<file path="src/pkg/ebac_pkg.sv">
// package: register map, field layout and decode types of the area config
package ebac_pkg;

    // ------------------------------------------------------------
    // register offsets (byte addresses on the apb bus)
    // ------------------------------------------------------------
    localparam logic [7:0] EBAC_OFF_CTRL1 = 8'h00;
    localparam logic [7:0] EBAC_OFF_WIDTH = 8'h04;
    localparam logic [7:0] EBAC_OFF_STAT = 8'h08;

    // ------------------------------------------------------------
    // first control register fields
    // ------------------------------------------------------------
    localparam int EBAC_C1_MUX = 17;
    localparam int EBAC_C1_A5_LO = 8;
    localparam int EBAC_C1_A6_LO = 5;
    localparam int EBAC_C1_TYPE_LO = 2;
    localparam int EBAC_C1_CARD = 0;
    // writable bits of the first control register
    localparam logic [31:0] EBAC_C1_MASK = 32'h0002_07fd;

    // ------------------------------------------------------------
    // width register fields
    // ------------------------------------------------------------
    localparam logic [15:0] EBAC_WIDTH_RESET = 16'h3ffc;
    localparam int EBAC_W_STRAP_LO = 14;
    localparam int EBAC_W_PORT = 0;
    localparam int EBAC_W_RSVD = 1;
    // software-writable bits: area 1..6 widths and the port enable
    localparam logic [15:0] EBAC_W_MASK = 16'h3ffd;
    localparam logic [1:0] EBAC_WID_64 = 2'h0;

    // ------------------------------------------------------------
    // burst and memory type codes
    // ------------------------------------------------------------
    localparam logic [2:0] EBAC_BST_SRAM = 3'h0;
    localparam logic [2:0] EBAC_BST_4 = 3'h1;
    localparam logic [2:0] EBAC_BST_8 = 3'h2;
    localparam logic [2:0] EBAC_BST_16 = 3'h3;
    localparam logic [2:0] EBAC_BST_32 = 3'h4;
    localparam logic [5:0] EBAC_BEATS_4 = 6'h04;
    localparam logic [5:0] EBAC_BEATS_8 = 6'h08;
    localparam logic [5:0] EBAC_BEATS_16 = 6'h10;
    localparam logic [5:0] EBAC_BEATS_32 = 6'h20;

    localparam logic [2:0] EBAC_MT_SRAM = 3'h0;
    localparam logic [2:0] EBAC_MT_A3SD = 3'h2;
    localparam logic [2:0] EBAC_MT_SDSD = 3'h3;
    localparam logic [2:0] EBAC_MT_A3DR = 3'h4;
    localparam logic [2:0] EBAC_MT_DRDR = 3'h5;

    // interface kind of one area, as seen by the access sequencers
    typedef enum logic [2:0] {
        EBAC_IF_SRAM = 3'h0,
        EBAC_IF_BURST = 3'h1,
        EBAC_IF_MUX = 3'h2,
        EBAC_IF_SDRAM = 3'h3,
        EBAC_IF_DRAM = 3'h4,
        EBAC_IF_CARD = 3'h5
    } ebac_if_e;

    // one area's decoded settings
    typedef struct packed {
        ebac_if_e kind;
        logic [5:0] beats;
        logic [1:0] width;
    } ebac_area_s;

    // apb request and answer
    typedef struct packed {
        logic psel;
        logic penable;
        logic pwrite;
        logic [7:0] paddr;
        logic [31:0] pwdata;
    } ebac_apb_req_s;

    typedef struct packed {
        logic pready;
        logic pslverr;
        logic [31:0] prdata;
    } ebac_apb_rsp_s;

    // pin function overrides
    typedef struct packed {
        logic second_row_strobe_en;
        logic card_enable_a_en;
        logic card_enable_b_en;
        logic data_pin_port_enable;
    } ebac_pins_s;

endpackage : ebac_pkg

</file>
<file path="src/rtl/ebac_area_cfg.sv">
// area configuration register bank with apb slave and area decode
//
// Notes on behaviour
// - area 5 burst: sram, 4/8/16/32 beats
// - area 6 burst uses same coding
// - mux area ignores its burst field
// - type 000/010/011 sram and sdram mixes
// - type 100/101 dram; others reserved, unsettable
// - sram-typed areas 1-6 follow mux select bit; area 0 stays sram
// - dual dram: mode pin five is strobe
// - card bit: areas 5 and 6 override mux, card enables
// - width register loads 3ffc at power-on
// - width bits 15:14 read-only strap capture
// - area n (1..6) width at bits 2n+1:2n; area 0 width is the strap at 15:14
// - bit 0 frees data pins as port
// - width bit 1 reads zero
// - bit 17 selects mux interface
`timescale 1ns/10ps
`default_nettype none
module ebac_area_cfg
    import ebac_pkg::*;
(
    // clock and resets
    input wire logic sys_clk,
    input wire logic srst,
    input wire logic por_pin,
    // apb slave
    input wire ebac_apb_req_s apb_req,
    output ebac_apb_rsp_s apb_rsp,
    // mode strap pins
    input wire logic mode_pin_three,
    input wire logic mode_pin_four,
    // access sequencer handshake
    input wire logic access_start,
    input wire logic [2:0] access_area,
    output ebac_area_s access_cfg,
    // pin function overrides
    output ebac_pins_s pin_func
);
    // ------------------------------------------------------------
    // state
    // ------------------------------------------------------------
    typedef struct packed {
        logic [31:0] ctrl1;
        logic [15:0] width;
        ebac_area_s cfg;
        logic [31:0] rdata;
        logic rejected;
        logic strap_pend;
    } ebac_state_s;

    ebac_state_s st;
    ebac_state_s next_st;
    ebac_area_s area_dec [0:6];
    logic [5:0] beats5;
    logic [5:0] beats6;
    logic burst5;
    logic burst6;
    logic card;
    logic mux;
    logic [2:0] mtype;
    logic wr_done;
    logic [31:0] wval;
    logic width_wr;
    logic ctrl_wr;

    assign card = st.ctrl1[EBAC_C1_CARD];
    assign mux = st.ctrl1[EBAC_C1_MUX];
    assign mtype = st.ctrl1[EBAC_C1_TYPE_LO +: 3];
    assign wr_done = apb_req.psel & apb_req.penable & apb_req.pwrite;
    assign wval = apb_req.pwdata;
    assign width_wr = wr_done && (apb_req.paddr == EBAC_OFF_WIDTH);
    assign ctrl_wr = wr_done && (apb_req.paddr == EBAC_OFF_CTRL1);

    // ------------------------------------------------------------
    // burst decode
    // ------------------------------------------------------------
    // area 5 burst
    ebac_burst_dec u_bst5 (
        .code(st.ctrl1[EBAC_C1_A5_LO +: 3]),
        .mux_area(mux & ~card),
        .burst_on(burst5),
        .beats(beats5)
    );
    ebac_burst_dec u_bst6 (
        .code(st.ctrl1[EBAC_C1_A6_LO +: 3]),
        .mux_area(mux & ~card),
        .burst_on(burst6),
        .beats(beats6)
    );

    // ------------------------------------------------------------
    // per-area decode
    // ------------------------------------------------------------
    always_comb begin
        for (int n = 0; n <= 6; n++) begin
            area_dec[n].width = (n == 0) ? st.width[EBAC_W_STRAP_LO +: 2]
                                         : st.width[2*n +: 2];
            area_dec[n].beats = '0;
            area_dec[n].kind = mux ? EBAC_IF_MUX : EBAC_IF_SRAM;
        end
        // area 0 mux choice is outside this bank
        area_dec[0].kind = EBAC_IF_SRAM;
        unique case (mtype)
            EBAC_MT_A3SD: area_dec[3].kind = EBAC_IF_SDRAM;
            EBAC_MT_SDSD: begin
                area_dec[2].kind = EBAC_IF_SDRAM;
                area_dec[3].kind = EBAC_IF_SDRAM;
            end
            EBAC_MT_A3DR: area_dec[3].kind = EBAC_IF_DRAM;
            EBAC_MT_DRDR: begin
                area_dec[2].kind = EBAC_IF_DRAM;
                area_dec[3].kind = EBAC_IF_DRAM;
            end
            default: ;
        endcase
        // card overrides mux for areas 5 and 6
        if (card) begin
            area_dec[5].kind = EBAC_IF_CARD;
            area_dec[6].kind = EBAC_IF_CARD;
        end else begin
            if (burst5) begin
                area_dec[5].kind = EBAC_IF_BURST;
                area_dec[5].beats = beats5;
            end
            if (burst6) begin
                area_dec[6].kind = EBAC_IF_BURST;
                area_dec[6].beats = beats6;
            end
        end
    end

    // ------------------------------------------------------------
    // next state
    // ------------------------------------------------------------
    always_comb begin
        next_st = st;
        next_st.rejected = 1'b0;
        // settings latched only when an access starts
        if (access_start) begin
            next_st.cfg = area_dec[(access_area > 3'h6) ? 3'h0 : access_area];
        end
        if (ctrl_wr) begin
            next_st.ctrl1 = wval & EBAC_C1_MASK;
            // reserved type codes cannot be set
            if (!(wval[EBAC_C1_TYPE_LO +: 3] inside {EBAC_MT_SRAM,
                    EBAC_MT_A3SD, EBAC_MT_SDSD, EBAC_MT_A3DR,
                    EBAC_MT_DRDR})) begin
                next_st.ctrl1[EBAC_C1_TYPE_LO +: 3] = mtype;
                next_st.rejected = 1'b1;
            end
        end
        if (width_wr) begin
            // strap bits kept, bit 1 stays zero
            next_st.width = (wval[15:0] & EBAC_W_MASK)
                          | (st.width & ~EBAC_W_MASK);
            next_st.width[EBAC_W_RSVD] = 1'b0;
        end
        if (st.strap_pend) begin
            next_st.width[EBAC_W_STRAP_LO +: 2] = {mode_pin_four,
                                                   mode_pin_three};
            next_st.strap_pend = 1'b0;
        end
        unique case (apb_req.paddr)
            EBAC_OFF_CTRL1: next_st.rdata = st.ctrl1;
            EBAC_OFF_WIDTH: next_st.rdata = {16'h0000, st.width};
            EBAC_OFF_STAT: next_st.rdata = {29'h0000_0000, st.cfg.kind};
            default: next_st.rdata = '0;
        endcase
    end

    // ------------------------------------------------------------
    // registers
    // ------------------------------------------------------------
    // power-on loads everything; srst alone keeps the bank
    // srst wins over a same-cycle write, so that write is lost
    always_ff @(posedge sys_clk) begin
        if (por_pin) begin
            st.ctrl1 <= '0;
            st.width <= EBAC_WIDTH_RESET;
            st.cfg <= '0;
            st.rdata <= '0;
            st.rejected <= 1'b0;
            st.strap_pend <= 1'b1;
        end else if (srst) begin
            st.rdata <= '0;
            st.rejected <= 1'b0;
        end else begin
            st <= next_st;
        end
    end

    // ------------------------------------------------------------
    // outputs
    // ------------------------------------------------------------
    // zero-wait slave; read data is registered in the setup cycle,
    // so it already stands when the access phase completes
    always_comb begin
        apb_rsp.pready = 1'b1;
        apb_rsp.pslverr = apb_req.psel & apb_req.penable
                        & !(apb_req.paddr inside {EBAC_OFF_CTRL1,
                            EBAC_OFF_WIDTH, EBAC_OFF_STAT});
        apb_rsp.prdata = st.rdata;
    end
    assign access_cfg = st.cfg;
    // dual dram turns mode pin five into strobe
    assign pin_func.second_row_strobe_en = (mtype == EBAC_MT_DRDR);
    // card enables on mode pins three and four
    assign pin_func.card_enable_a_en = card;
    assign pin_func.card_enable_b_en = card;
    // port enable frees upper data pins
    assign pin_func.data_pin_port_enable = st.width[EBAC_W_PORT];
endmodule : ebac_area_cfg
`default_nettype wire

</file>
<file path="src/rtl/ebac_burst_dec.sv">
// burst field decode for one area
`timescale 1ns/10ps
`default_nettype none
module ebac_burst_dec
    import ebac_pkg::*;
(
    // field and qualifiers
    input wire logic [2:0] code,
    input wire logic mux_area,
    // decoded result
    output logic burst_on,
    output logic [5:0] beats
);
    always_comb begin
        burst_on = 1'b1;
        beats = EBAC_BEATS_4;
        unique case (code)
            EBAC_BST_4: beats = EBAC_BEATS_4;
            EBAC_BST_8: beats = EBAC_BEATS_8;
            EBAC_BST_16: beats = EBAC_BEATS_16;
            EBAC_BST_32: beats = EBAC_BEATS_32;
            default: begin
                burst_on = 1'b0;
                beats = '0;
            end
        endcase
        if (mux_area) begin
            burst_on = 1'b0;
            beats = '0;
        end
    end
endmodule : ebac_burst_dec
`default_nettype wire

</file>
<file path="config.mk">
export PLATFORM = sky130hd
export DESIGN_NAME = ebac_area_cfg
export DESIGN_NICKNAME = d
export VERILOG_FILES = /design/src/pkg/ebac_pkg.sv /design/src/rtl/ebac_area_cfg.sv /design/src/rtl/ebac_burst_dec.sv
export SDC_FILE = /design/constraint.sdc
export NUM_CORES = 1
export LEC_CHECK = 0
export BUFFER_PORTS_ARGS = -buffer_cell sky130_fd_sc_hd__buf_2
export CAP_MARGIN = 20
export CORE_UTILIZATION = 45
export DETAILED_ROUTE_END_ITERATION = 10
export PLACE_DENSITY = 0.77
export SLEW_MARGIN = 20
export SYNTH_ARGS = -nofsm -noshare
export SYNTH_HDL_FRONTEND = slang
export SYNTH_SLANG_ARGS = --single-unit
</file>
<file path="constraint.sdc">
create_clock -name sys_clk -period 1.5 [get_ports sys_clk]
set_clock_uncertainty 0.15 [all_clocks]
set_input_delay 0.075 -clock sys_clk [delete_from_list [all_inputs] [get_ports sys_clk]]
set_output_delay 0.075 -clock sys_clk [all_outputs]
set_load 0.005 [all_outputs]
</file>
==> metrics.txt, run 1 <==
Clk pin slew, worst setup/hold paths=0.08 ns; crit-path max FO=3; Final Max Slew Viols=0; H-tree depth=2; Critical Path Sink Type=primary output; die width=80.32 um; Critical R2R Launch=st[67]$_SDFFE_PP0P_; antenna violations before repair=0; Die Ht=80.32 um; vias in the first global route=2179; FF-to-FF End=access_cfg[8]$_SDFFE_PP0P_; Pwr Density=751.1 mW/mm^2; worst r2r path cells=4; power consumption=2.497 mW; Antenna diodes=0; GP Congestion=0.8568; final setup vio count=0; first-pass GRT wire length=10.39 mm; worst-case clock buffer depth=2; Synth Register Bits=53; Hold Startpoint=apb_req[3]; Core ar.=0.005921 sq mm; Rows=28; synth cell count leaders=53 x dfxtp_1, 47 x buf_4, 34 x nor2_1, 26 x a21oi_1, 20 x nand2_1; DP Worst Slack=-0.1054 ns; TritonCTS Buffers=5; DR iter-0 viols=239; layout cells sized above 1=0.2839; post-synthesis sequential area ratio=0.3844; final hold violation count=0; Yosys top cell area share=0.3844; clock insertion delay at the later pin of the skew report=0.31 ns; DR pass1 iterations=10; Post-synth EDFFs=0; status=finished with violations; Setup WS post-layout=0.05787 ns; top_reg_cell synth=dfxtp_1; Tmin final=1.442 ns; wire per inst=13.93 um; area leader, netlist=dfxtp_1; fmax=693.4 MHz; Req. time, crit path=1.27 ns; top post-synthesis cells by area=dfxtp_1 38%, buf_4 13%, a21oi_1 4.7%, nor2_1 4.6%, nor3_1 3.1%; CP Launch Type=input pin; Syn Area/Cell=8.390 sq um; period utilisation layout=0.9614; failing checks=DRC; Hold Path Sink=area_dec[56]$_SDFFE_PP1P_; io pins=101; area delta synth->final=20.44%; Num Clock Sinks=53; final layout net count=449; drt drc=1; Yosys cell types=52; Arrival @ worst endpoint=1.22 ns; max cap viols=0; count of input and output buffers=64; post-DR vias/cell=5.271; gr ovfl total=0; WL final=6.590 mm; asr flop ratio synth=0; area of the mapped netlist=0.002760 sq mm; Peak VDD IR=0.3531 mV; Hold Crit Class=input pin to flop; DIE AREA=0.006451 sq mm; hpwl dp=4.926 mm; P_leak=1.411 nW; most frequent cell after synthesis=dfxtp_1; via count=2493; gr usage total=0.2099; warnings from Yosys=0; number of fill cells=555; largest net degree at the start of global routing=35; TritonCTS clock tree=built; Root Driver=clkbuf_8; Starting Density=0.4662; WHS Path Cells=3; Synth Instances=329; Setup CP Type=input pin to primary output; final antenna-violating net count=0; r2r setup slk=0.11 ns
-- routing by layer --
metal	global-route usage	part of all wire	vias up
met5	0	0	-
met4	0.06964	0.017	0
met2	0.3470	0.47	100
met3	0.03068	0.053	8
li1	-	-	1244
met1	0.2786	0.46	1141
-- final cells by class --
type                            count  area [sq um]  area share
Inverter                            7         26.28    0.007904
Sequential cell                    53          1061      0.3192
Multi-Input combinational cell    222          1318      0.3963
Clock buffer                        6         72.57     0.02183
Timing Repair Buffer              108         743.2      0.2236
Clock inverter                      2         10.01    0.003011
Tap cell                           75         93.84     0.02823
-- how the worst max path moves through the flow --
stage               slack, ns  cells after the start                 from                    endpoint
finish                   0.06                      5          apb_req[37]                 apb_rsp[32]
CTS                      0.02                      6          apb_req[33]                 apb_rsp[32]
detailed placement      -0.11                      5          apb_req[33]       apb_rsp[8]$_SDFF_PP0_
global route            -0.06                      4  st[67]$_SDFFE_PP0P_  access_cfg[8]$_SDFFE_PP0P_
floorplan                0.05                      5          apb_req[34]       mtype[0]$_SDFFE_PP0P_
global placement        -0.07                      5          apb_req[33]       apb_rsp[8]$_SDFF_PP0_
-- cells in the final DEF (no fill, tap or decap), types with 3 or more instances in the layout --
cell type | synthesis | layout
buf_12 | 0 | 4
nand2b_1 | 5 | 5
o21a_1 | 3 | 3
mux2i_1 | 6 | 6
nand3_1 | 14 | 14
o21ai_0 | 9 | 9
conb_1 | 2 | 18
nand2_1 | 20 | 20
a31oi_1 | 6 | 6
nor2b_1 | 4 | 4
a22oi_1 | 8 | 8
buf_4 | 47 | 23
a21oi_1 | 26 | 26
dfxtp_1 | 53 | 53
and3_1 | 7 | 7
inv_1 | 6 | 6
dlygate4sd3_1 | 0 | 17
buf_2 | 8 | 64
nor3_1 | 17 | 17
clkbuf_8 | 0 | 5
nor2_1 | 34 | 33
-- worst max-delay path, cell delays in order --
cell and delay (ns):
buf_2 0.10, or4_4 0.57, nor3_4 0.25, a21oi_1 0.09, buf_2 0.13
-- per-stage QoR --
stage          hold WS (ns)    util  cells  instance area (sq um)  setup TNS, ns
2_1_floorplan       0.03646       -    345                   2820              0
3_3_place_gp         0.1607  0.5150    448                   3049        -0.7986
3_5_place_dp         0.1678  0.5150    448                   3049         -2.000
4_1_cts             0.01262  0.5587    473                   3308              0
5_1_grt             0.01721  0.5615    473                   3324       -0.05836
6_report            0.01319  0.5615    473                   3324              0
-- kinds of logic (layout without fill, tap and decap cells) --
group                  count (synthesis)  in the layout  share of synthesized area
other                                  2             18                   0.002721
multiplexers                           8              8                    0.02992
XOR/XNOR                               2              2                   0.006347
buffers and inverters                 70            123                     0.1682
flip-flops                            53             53                     0.3844
AND/OR/NAND/NOR                      122            122                     0.2362
AO/OA/AOI/OAI                         72             72                     0.1723
-- where the power goes --
group | internal, mW | total, mW | switching (mW)
Sequential | 1.42 | 1.43 | 0.0100
Combinational | 0.140 | 0.298 | 0.158
Clock | 0.324 | 0.770 | 0.445
-- registers in the layout, summed over array words and instances, names as in the netlist --
| signal | flops |
|---|---|
| mux | 1 |
| apb_rsp | 17 |
| access_cfg | 9 |
| st | 7 |
| area_dec | 14 |
| mtype | 3 |
| pin_func | 2 |
-- what timing repair did --
item,4_1_cts,5_1_grt
resized for setup,1,3
hold endpoints to repair,29,0
setup buffers,0,1
pin swaps,0,2
cloned,0,0
hold buffers,17,0
setup endpoints to repair,1,12
No activity file was read; power rests on OpenSTA's default activity.
==> run 2: changes to the inputs <==
--- a/config.mk
+++ b/config.mk
@@ -9,7 +9,7 @@
 export CAP_MARGIN = 20
 export CORE_UTILIZATION = 45
 export DETAILED_ROUTE_END_ITERATION = 10
-export PLACE_DENSITY = 0.77
+export PLACE_DENSITY = 0.82
 export SLEW_MARGIN = 20
 export SYNTH_ARGS = -nofsm -noshare
 export SYNTH_HDL_FRONTEND = slang
==> metrics.txt, run 2 (synthesized netlist as in run 1, its figures left out) <==
Tmin final=1.459 ns; Setup CP Type=input pin to primary output; antenna violations before repair=0; multi-input logic area=0.001301 sq mm; gr ovfl total=0; DR pass1 iterations=10; Arrival @ worst endpoint=1.23 ns; Num Clock Sinks=53; worst r2r path cells=3; final layout net count=453; Critical R2R Launch=mtype[1]$_SDFFE_PP0P_; commonest non-fill, non-tap cell in the layout=buf_2; wire per inst=13.49 um; Critical Path Sink Type=primary output; Die Ht=80.32 um; drt drc=1; Hold Crit Class=input pin to flop; largest net degree at the start of global routing=35; GP Congestion=0.8736; clock insertion delay at the later pin of the skew report=0.30 ns; Root Driver=clkbuf_8; Starting Density=0.4662; WL final=6.433 mm; vias in the first global route=2260; Slowest cell on crit path=or4_4; TritonCTS clock tree=built; most frequent CP cell=buf_2; Peak VDD IR=0.6580 mV; Core ar.=0.005921 sq mm; Pwr Density=834.2 mW/mm^2; crit-path max FO=3; worst-path cell chain=buf_2 -> or4_4 -> nor3_4 -> a21oi_1 -> buf_2; Final Non-Filler Cells=477; count of input and output buffers=64; number of fill cells=532; Final Max Slew Viols=0; WHS Path Cells=3; unrepaired setup endpoints after global routing=no; most frequent cells in the layout=64 x buf_2, 53 x dfxtp_1, 34 x nor2_1, 26 x a21oi_1, 26 x buf_4; DIE AREA=0.006451 sq mm; Antenna diodes=0; FF-to-FF End=access_cfg[9]$_SDFFE_PP0P_; layout cells sized above 1=0.2861; final setup vio count=0; TritonCTS Buffers=5; DR iter-0 viols=197; placed cells=451; Hold Path Sink=apb_rsp[1]$_SDFF_PP0_; crit path buf inv count=2; CP Launch Type=input pin; crit-path leading delay family=simple AND/OR/NAND/NOR gates; first-pass GRT wire length=10.28 mm; die width=80.32 um; Largest register FFs=17; Finished Core Util=0.5746; Clk pin slew, worst setup/hold paths=0.09 ns; Req. time, crit path=1.27 ns; max incr delay on CP=0.55 ns; final antenna-violating net count=0; hpwl dp=4.857 mm; fmax=685.3 MHz; max cap viols=0; area delta synth->final=23.25%; Hold Startpoint=apb_req[39]; final hold violation count=0; period utilisation layout=0.9728; H-tree depth=2; failing checks=DRC; post-DR vias/cell=5.289; r2r setup slk=0.12 ns; power consumption=2.838 mW; P_leak=1.456 nW; io pins=101; gr usage total=0.2071; via count=2523; worst-case clock buffer depth=2; status=finished with violations; sequential cell area=0.001061 sq mm; Rows=28
[run 2: cell count changes in the layout (fill, tap and decap cells not counted), sizes merged]
cell    before  now
clkinv       3    2
clkbuf       6    5
buf         91   95
bufinv       0    2
[run 2: metal layers]
| metal | share of wire | vias to the layer above | global-route usage | wire [um] |
|---|---|---|---|---|
| li1 | - | 1245 | - | - |
| met1 | 0.44 | 1134 | 0.2682 | 2816 |
| met2 | 0.45 | 126 | 0.3282 | 2891 |
| met3 | 0.078 | 18 | 0.03295 | 503 |
| met4 | 0.035 | 0 | 0.1107 | 222 |
| met5 | 0 | - | 0 | 0 |
[run 2: worst register-to-register path, cell delays in order, from the launching register on]
cell and delay (ns):
dfxtp_1 0.37, inv_1 0.07, o41ai_1 0.48, o221a_2 0.27
[run 2: power breakdown]
part / internal, mW / switching (mW)
Combinational: 0.146 / 0.161
Sequential: 1.42 / 0.00958
Clock: 0.662 / 0.440
Total: 2.23 / 0.610
[run 2: worst max-delay path by stage]
stage / startpoint / to / slack (ns) / depth (start not counted)
floorplan: apb_req[34] / mtype[0]$_SDFFE_PP0P_ / 0.05 / 5
global placement: apb_req[33] / apb_rsp[2]$_SDFF_PP0_ / -0.09 / 5
detailed placement: apb_req[33] / apb_rsp[8]$_SDFF_PP0_ / -0.12 / 5
CTS: apb_req[36] / apb_rsp[32] / 0.05 / 5
global route: apb_req[36] / apb_rsp[32] / 0.003 / 5
finish: apb_req[36] / apb_rsp[32] / 0.04 / 5
[run 2: layout make-up]
class	instances	share of cell area
Multi-Input combinational cell	222	0.3825
Sequential cell	53	0.3119
Timing Repair Buffer	112	0.2310
Tap cell	75	0.02758
Clock buffer	5	0.02023
Clock inverter	3	0.01912
Inverter	7	0.007723
[run 2: repair_timing]
| item | 4_1_cts | 5_1_grt |
|---|---|---|
| setup buffers | 2 | 0 |
| hold buffers | 17 | 0 |
| resized for setup | 1 | 0 |
| hold endpoints to repair | 29 | 0 |
| setup endpoints to repair | 1 | 0 |
[run 2: metrics by stage]
stage                     setup TNS [ns]  setup WS (ns)  cell area, sq um  hold WS [ns]
after floorplan                        0        0.05082              2820       0.03646
after global placement            -1.122       -0.08747              3084        0.1638
after detailed placement          -3.130        -0.1206              3084        0.1728
after CTS                              0        0.04968              3402     0.0007297
after global routing                   0       0.002787              3402       0.01593
final                                  0        0.04075              3402      0.003331
==> run 3: changes to the inputs <==
--- a/config.mk
+++ b/config.mk
@@ -7,10 +7,13 @@
 export LEC_CHECK = 0
 export BUFFER_PORTS_ARGS = -buffer_cell sky130_fd_sc_hd__buf_2
 export CAP_MARGIN = 20
-export CORE_UTILIZATION = 45
+export CELL_PAD_IN_SITES_DETAIL_PLACEMENT = 1
+export CELL_PAD_IN_SITES_GLOBAL_PLACEMENT = 2
+export CORE_UTILIZATION = 26
 export DETAILED_ROUTE_END_ITERATION = 10
 export PLACE_DENSITY = 0.82
 export SLEW_MARGIN = 20
 export SYNTH_ARGS = -nofsm -noshare
 export SYNTH_HDL_FRONTEND = slang
+export SYNTH_HIERARCHICAL = 1
 export SYNTH_SLANG_ARGS = --single-unit
==> metrics.txt, run 3 <==
status=finished with violations; failing checks=setup timing; top post-synthesis cells by area=dfxtp_1 37%, buf_4 13%, nor2_1 4.8%, a21oi_1 3.9%, nand2_1 3.5%; commonest non-fill, non-tap cell in the layout=buf_2; final antenna-violating net count=0; Hold Startpoint=apb_req[2]; Core ar.=0.01098 sq mm; first-pass GRT wire length=13.94 mm; io pins=101; drt drc=0; most frequent cells in the layout=66 x buf_2, 53 x dfxtp_1, 43 x buf_4, 35 x nor2_1, 28 x nand2_1; Levels on crit path=7; Req. time, crit path=1.57 ns; Starting Density=0.2709; final layout net count=489; count of input and output buffers=66; post-synthesis sequential area ratio=0.3701; Tmin final=1.785 ns; area of the mapped netlist=0.002975 sq mm; die width=109.0 um; worst r2r path cells=7; Arrival @ worst endpoint=1.86 ns; clock insertion delay at the later pin of the skew report=0.30 ns; worst-path cell chain=nor2b_4 -> nor2_2 -> a21o_1 -> o22a_1 -> o221ai_1 -> o311ai_1 -> a211oi_1; area leader, netlist=dfxtp_1; Die Ht=109.0 um; Rows=38; Root Driver=clkbuf_16; warnings from Yosys=6; period utilisation layout=1.190; Setup CP Type=flop to flop; Setup crit start=mux$_SDFFE_PP0P_; area delta synth->final=30.66%; Largest register FFs=17; Yosys top cell area share=0.3701; Synth Instances=351; top_reg_cell synth=dfxtp_1; fmax=560.1 MHz; Critical Path Sink Type=flop; Syn Area/Cell=8.477 sq um; worst-case clock buffer depth=2; hpwl dp=6.614 mm; synth cell count leaders=55 x dfxtp_1, 53 x buf_4, 38 x nor2_1, 28 x nand2_1, 23 x a21oi_1; Finished Cell Area=0.003887 sq mm; final hold violation count=0; wire per inst=15.21 um; WL final=8.794 mm; GP Congestion=0.8138; crit path buf inv count=0; power consumption=2.934 mW; Post-DP Area=0.003445 sq mm; crit-path leading delay family=compound AO/OA/AOI/OAI gates; H-tree depth=2; Num Clock Sinks=55; asr flop ratio synth=0; Setup WS post-layout=-0.2853 ns; max cap viols=0; gr usage total=0.1536; DR pass1 iterations=4; most frequent cell after synthesis=dfxtp_1; r2r setup slk=-0.29 ns; gr ovfl total=0; P_leak=1.619 nW; Yosys cell types=52; via count=2719; DIE AREA=0.01188 sq mm; Clk pin slew, worst setup/hold paths=0.07 ns; antenna violations before repair=0; Worst Setup EP=access_cfg[9]$_SDFFE_PP0P_; FF-to-FF End=access_cfg[9]$_SDFFE_PP0P_; Post-synth EDFFs=0; final setup vio count=7; Antenna diodes=0; Synth Register Bits=55; vias in the first global route=2727; layout cells sized above 1=0.3653; unrepaired setup endpoints after global routing=yes; Pwr Density=754.7 mW/mm^2; post-DR vias/cell=4.704; DR iter-0 viols=99; crit-path max FO=6; Final Max Slew Viols=0; TritonCTS Buffers=5; largest net degree at the start of global routing=36; setup_tns=-1.294 ns; CP Launch Type=flop; Peak VDD IR=0.3546 mV; Hold Crit Class=input pin to flop; max incr delay on CP=0.33 ns; Critical R2R Launch=mux$_SDFFE_PP0P_; TritonCTS clock tree=built; Slowest cell on crit path=dfxtp_2
==> run 3: cell count changes in the layout (fill, tap and decap cells not counted), sizes merged, moves of 5 or more <==
cell	previous run	this run
nand2	20	28
o21ai	9	3
buf	95	113
a21o	1	8
nand3b	1	6
a31oi	6	1
==> run 3: cell type report <==
cell class,count,area [sq um]
multi-input cells,241,1531
clock inverters,3,18.77
inverters,4,15.01
well taps,140,175.2
repair buffers,130,915.9
fillers,1320,7096
flip-flops and latches,55,1106
clock buffers,5,125.1
==> run 3: how the worst min path moves through the flow <==
stage / depth (start not counted) / slack [ns] / endpoint
after CTS: 3 / 0.006 / area_dec[55]$_SDFFE_PP1P_
final: 3 / 0.003 / area_dec[55]$_SDFFE_PP1P_
after floorplan: 2 / 0.04 / st[0]$_SDFFE_PP1N_
after global placement: 3 / 0.17 / area_dec[66]$_SDFFE_PP0P_
after detailed placement: 3 / 0.18 / area_dec[66]$_SDFFE_PP0P_
after global routing: 2 / 0.04 / area_dec[67]$_SDFFE_PP0P_
==> run 3: kinds of logic (layout without fill, tap and decap cells) <==
family / count (synthesis) / count (layout) / share of synthesized area
AND/OR/NAND/NOR: 143 / 143 / 0.2687
AO/OA/AOI/OAI: 72 / 72 / 0.1712
buffers and inverters: 71 / 142 / 0.1644
flip-flops: 55 / 55 / 0.3701
multiplexers: 6 / 6 / 0.02061
other: 4 / 20 / 0.005045
==> run 3: metrics by stage <==
stage | setup slack (ns) | hold slack [ns] | cells | utilization
floorplan | -0.2040 | 0.03569 | 367 | -
global route | -0.3779 | 0.04060 | 578 | 0.3540
detailed placement | -0.2976 | 0.1776 | 547 | 0.3136
finish | -0.2853 | 0.002869 | 578 | 0.3540
CTS | -0.2840 | 0.006458 | 573 | 0.3447
global placement | -0.2369 | 0.1728 | 547 | 0.3136
==> run 3: what timing repair did <==
action,in CTS,in global routing
buffers inserted,3,3
gates resized for setup,6,8
pin swaps,14,7
setup endpoints to repair,6,21
cloned,0,2
hold buffers,15,0
hold endpoints to repair,24,0
==> run 3: report_power, final <==
part           switching (mW)  internal [mW]  total (mW)
sequential             0.0102           1.47        1.48
combinational           0.163          0.130       0.293
clock                   0.540          0.620        1.16
total                   0.713           2.22        2.93
==> run 3: tightest hold or removal path, cell delays in order <==
cell and delay [ns]:
buf_2 0.15, nor2_1 0.08, a21oi_2 0.12
==> run 3: routing by layer <==
layer | GRT usage | wire length [um]
met4 | 0.06178 | 134
met2 | 0.2552 | 4314
met3 | 0.02750 | 322
met5 | 0 | 0
met1 | 0.1953 | 4023
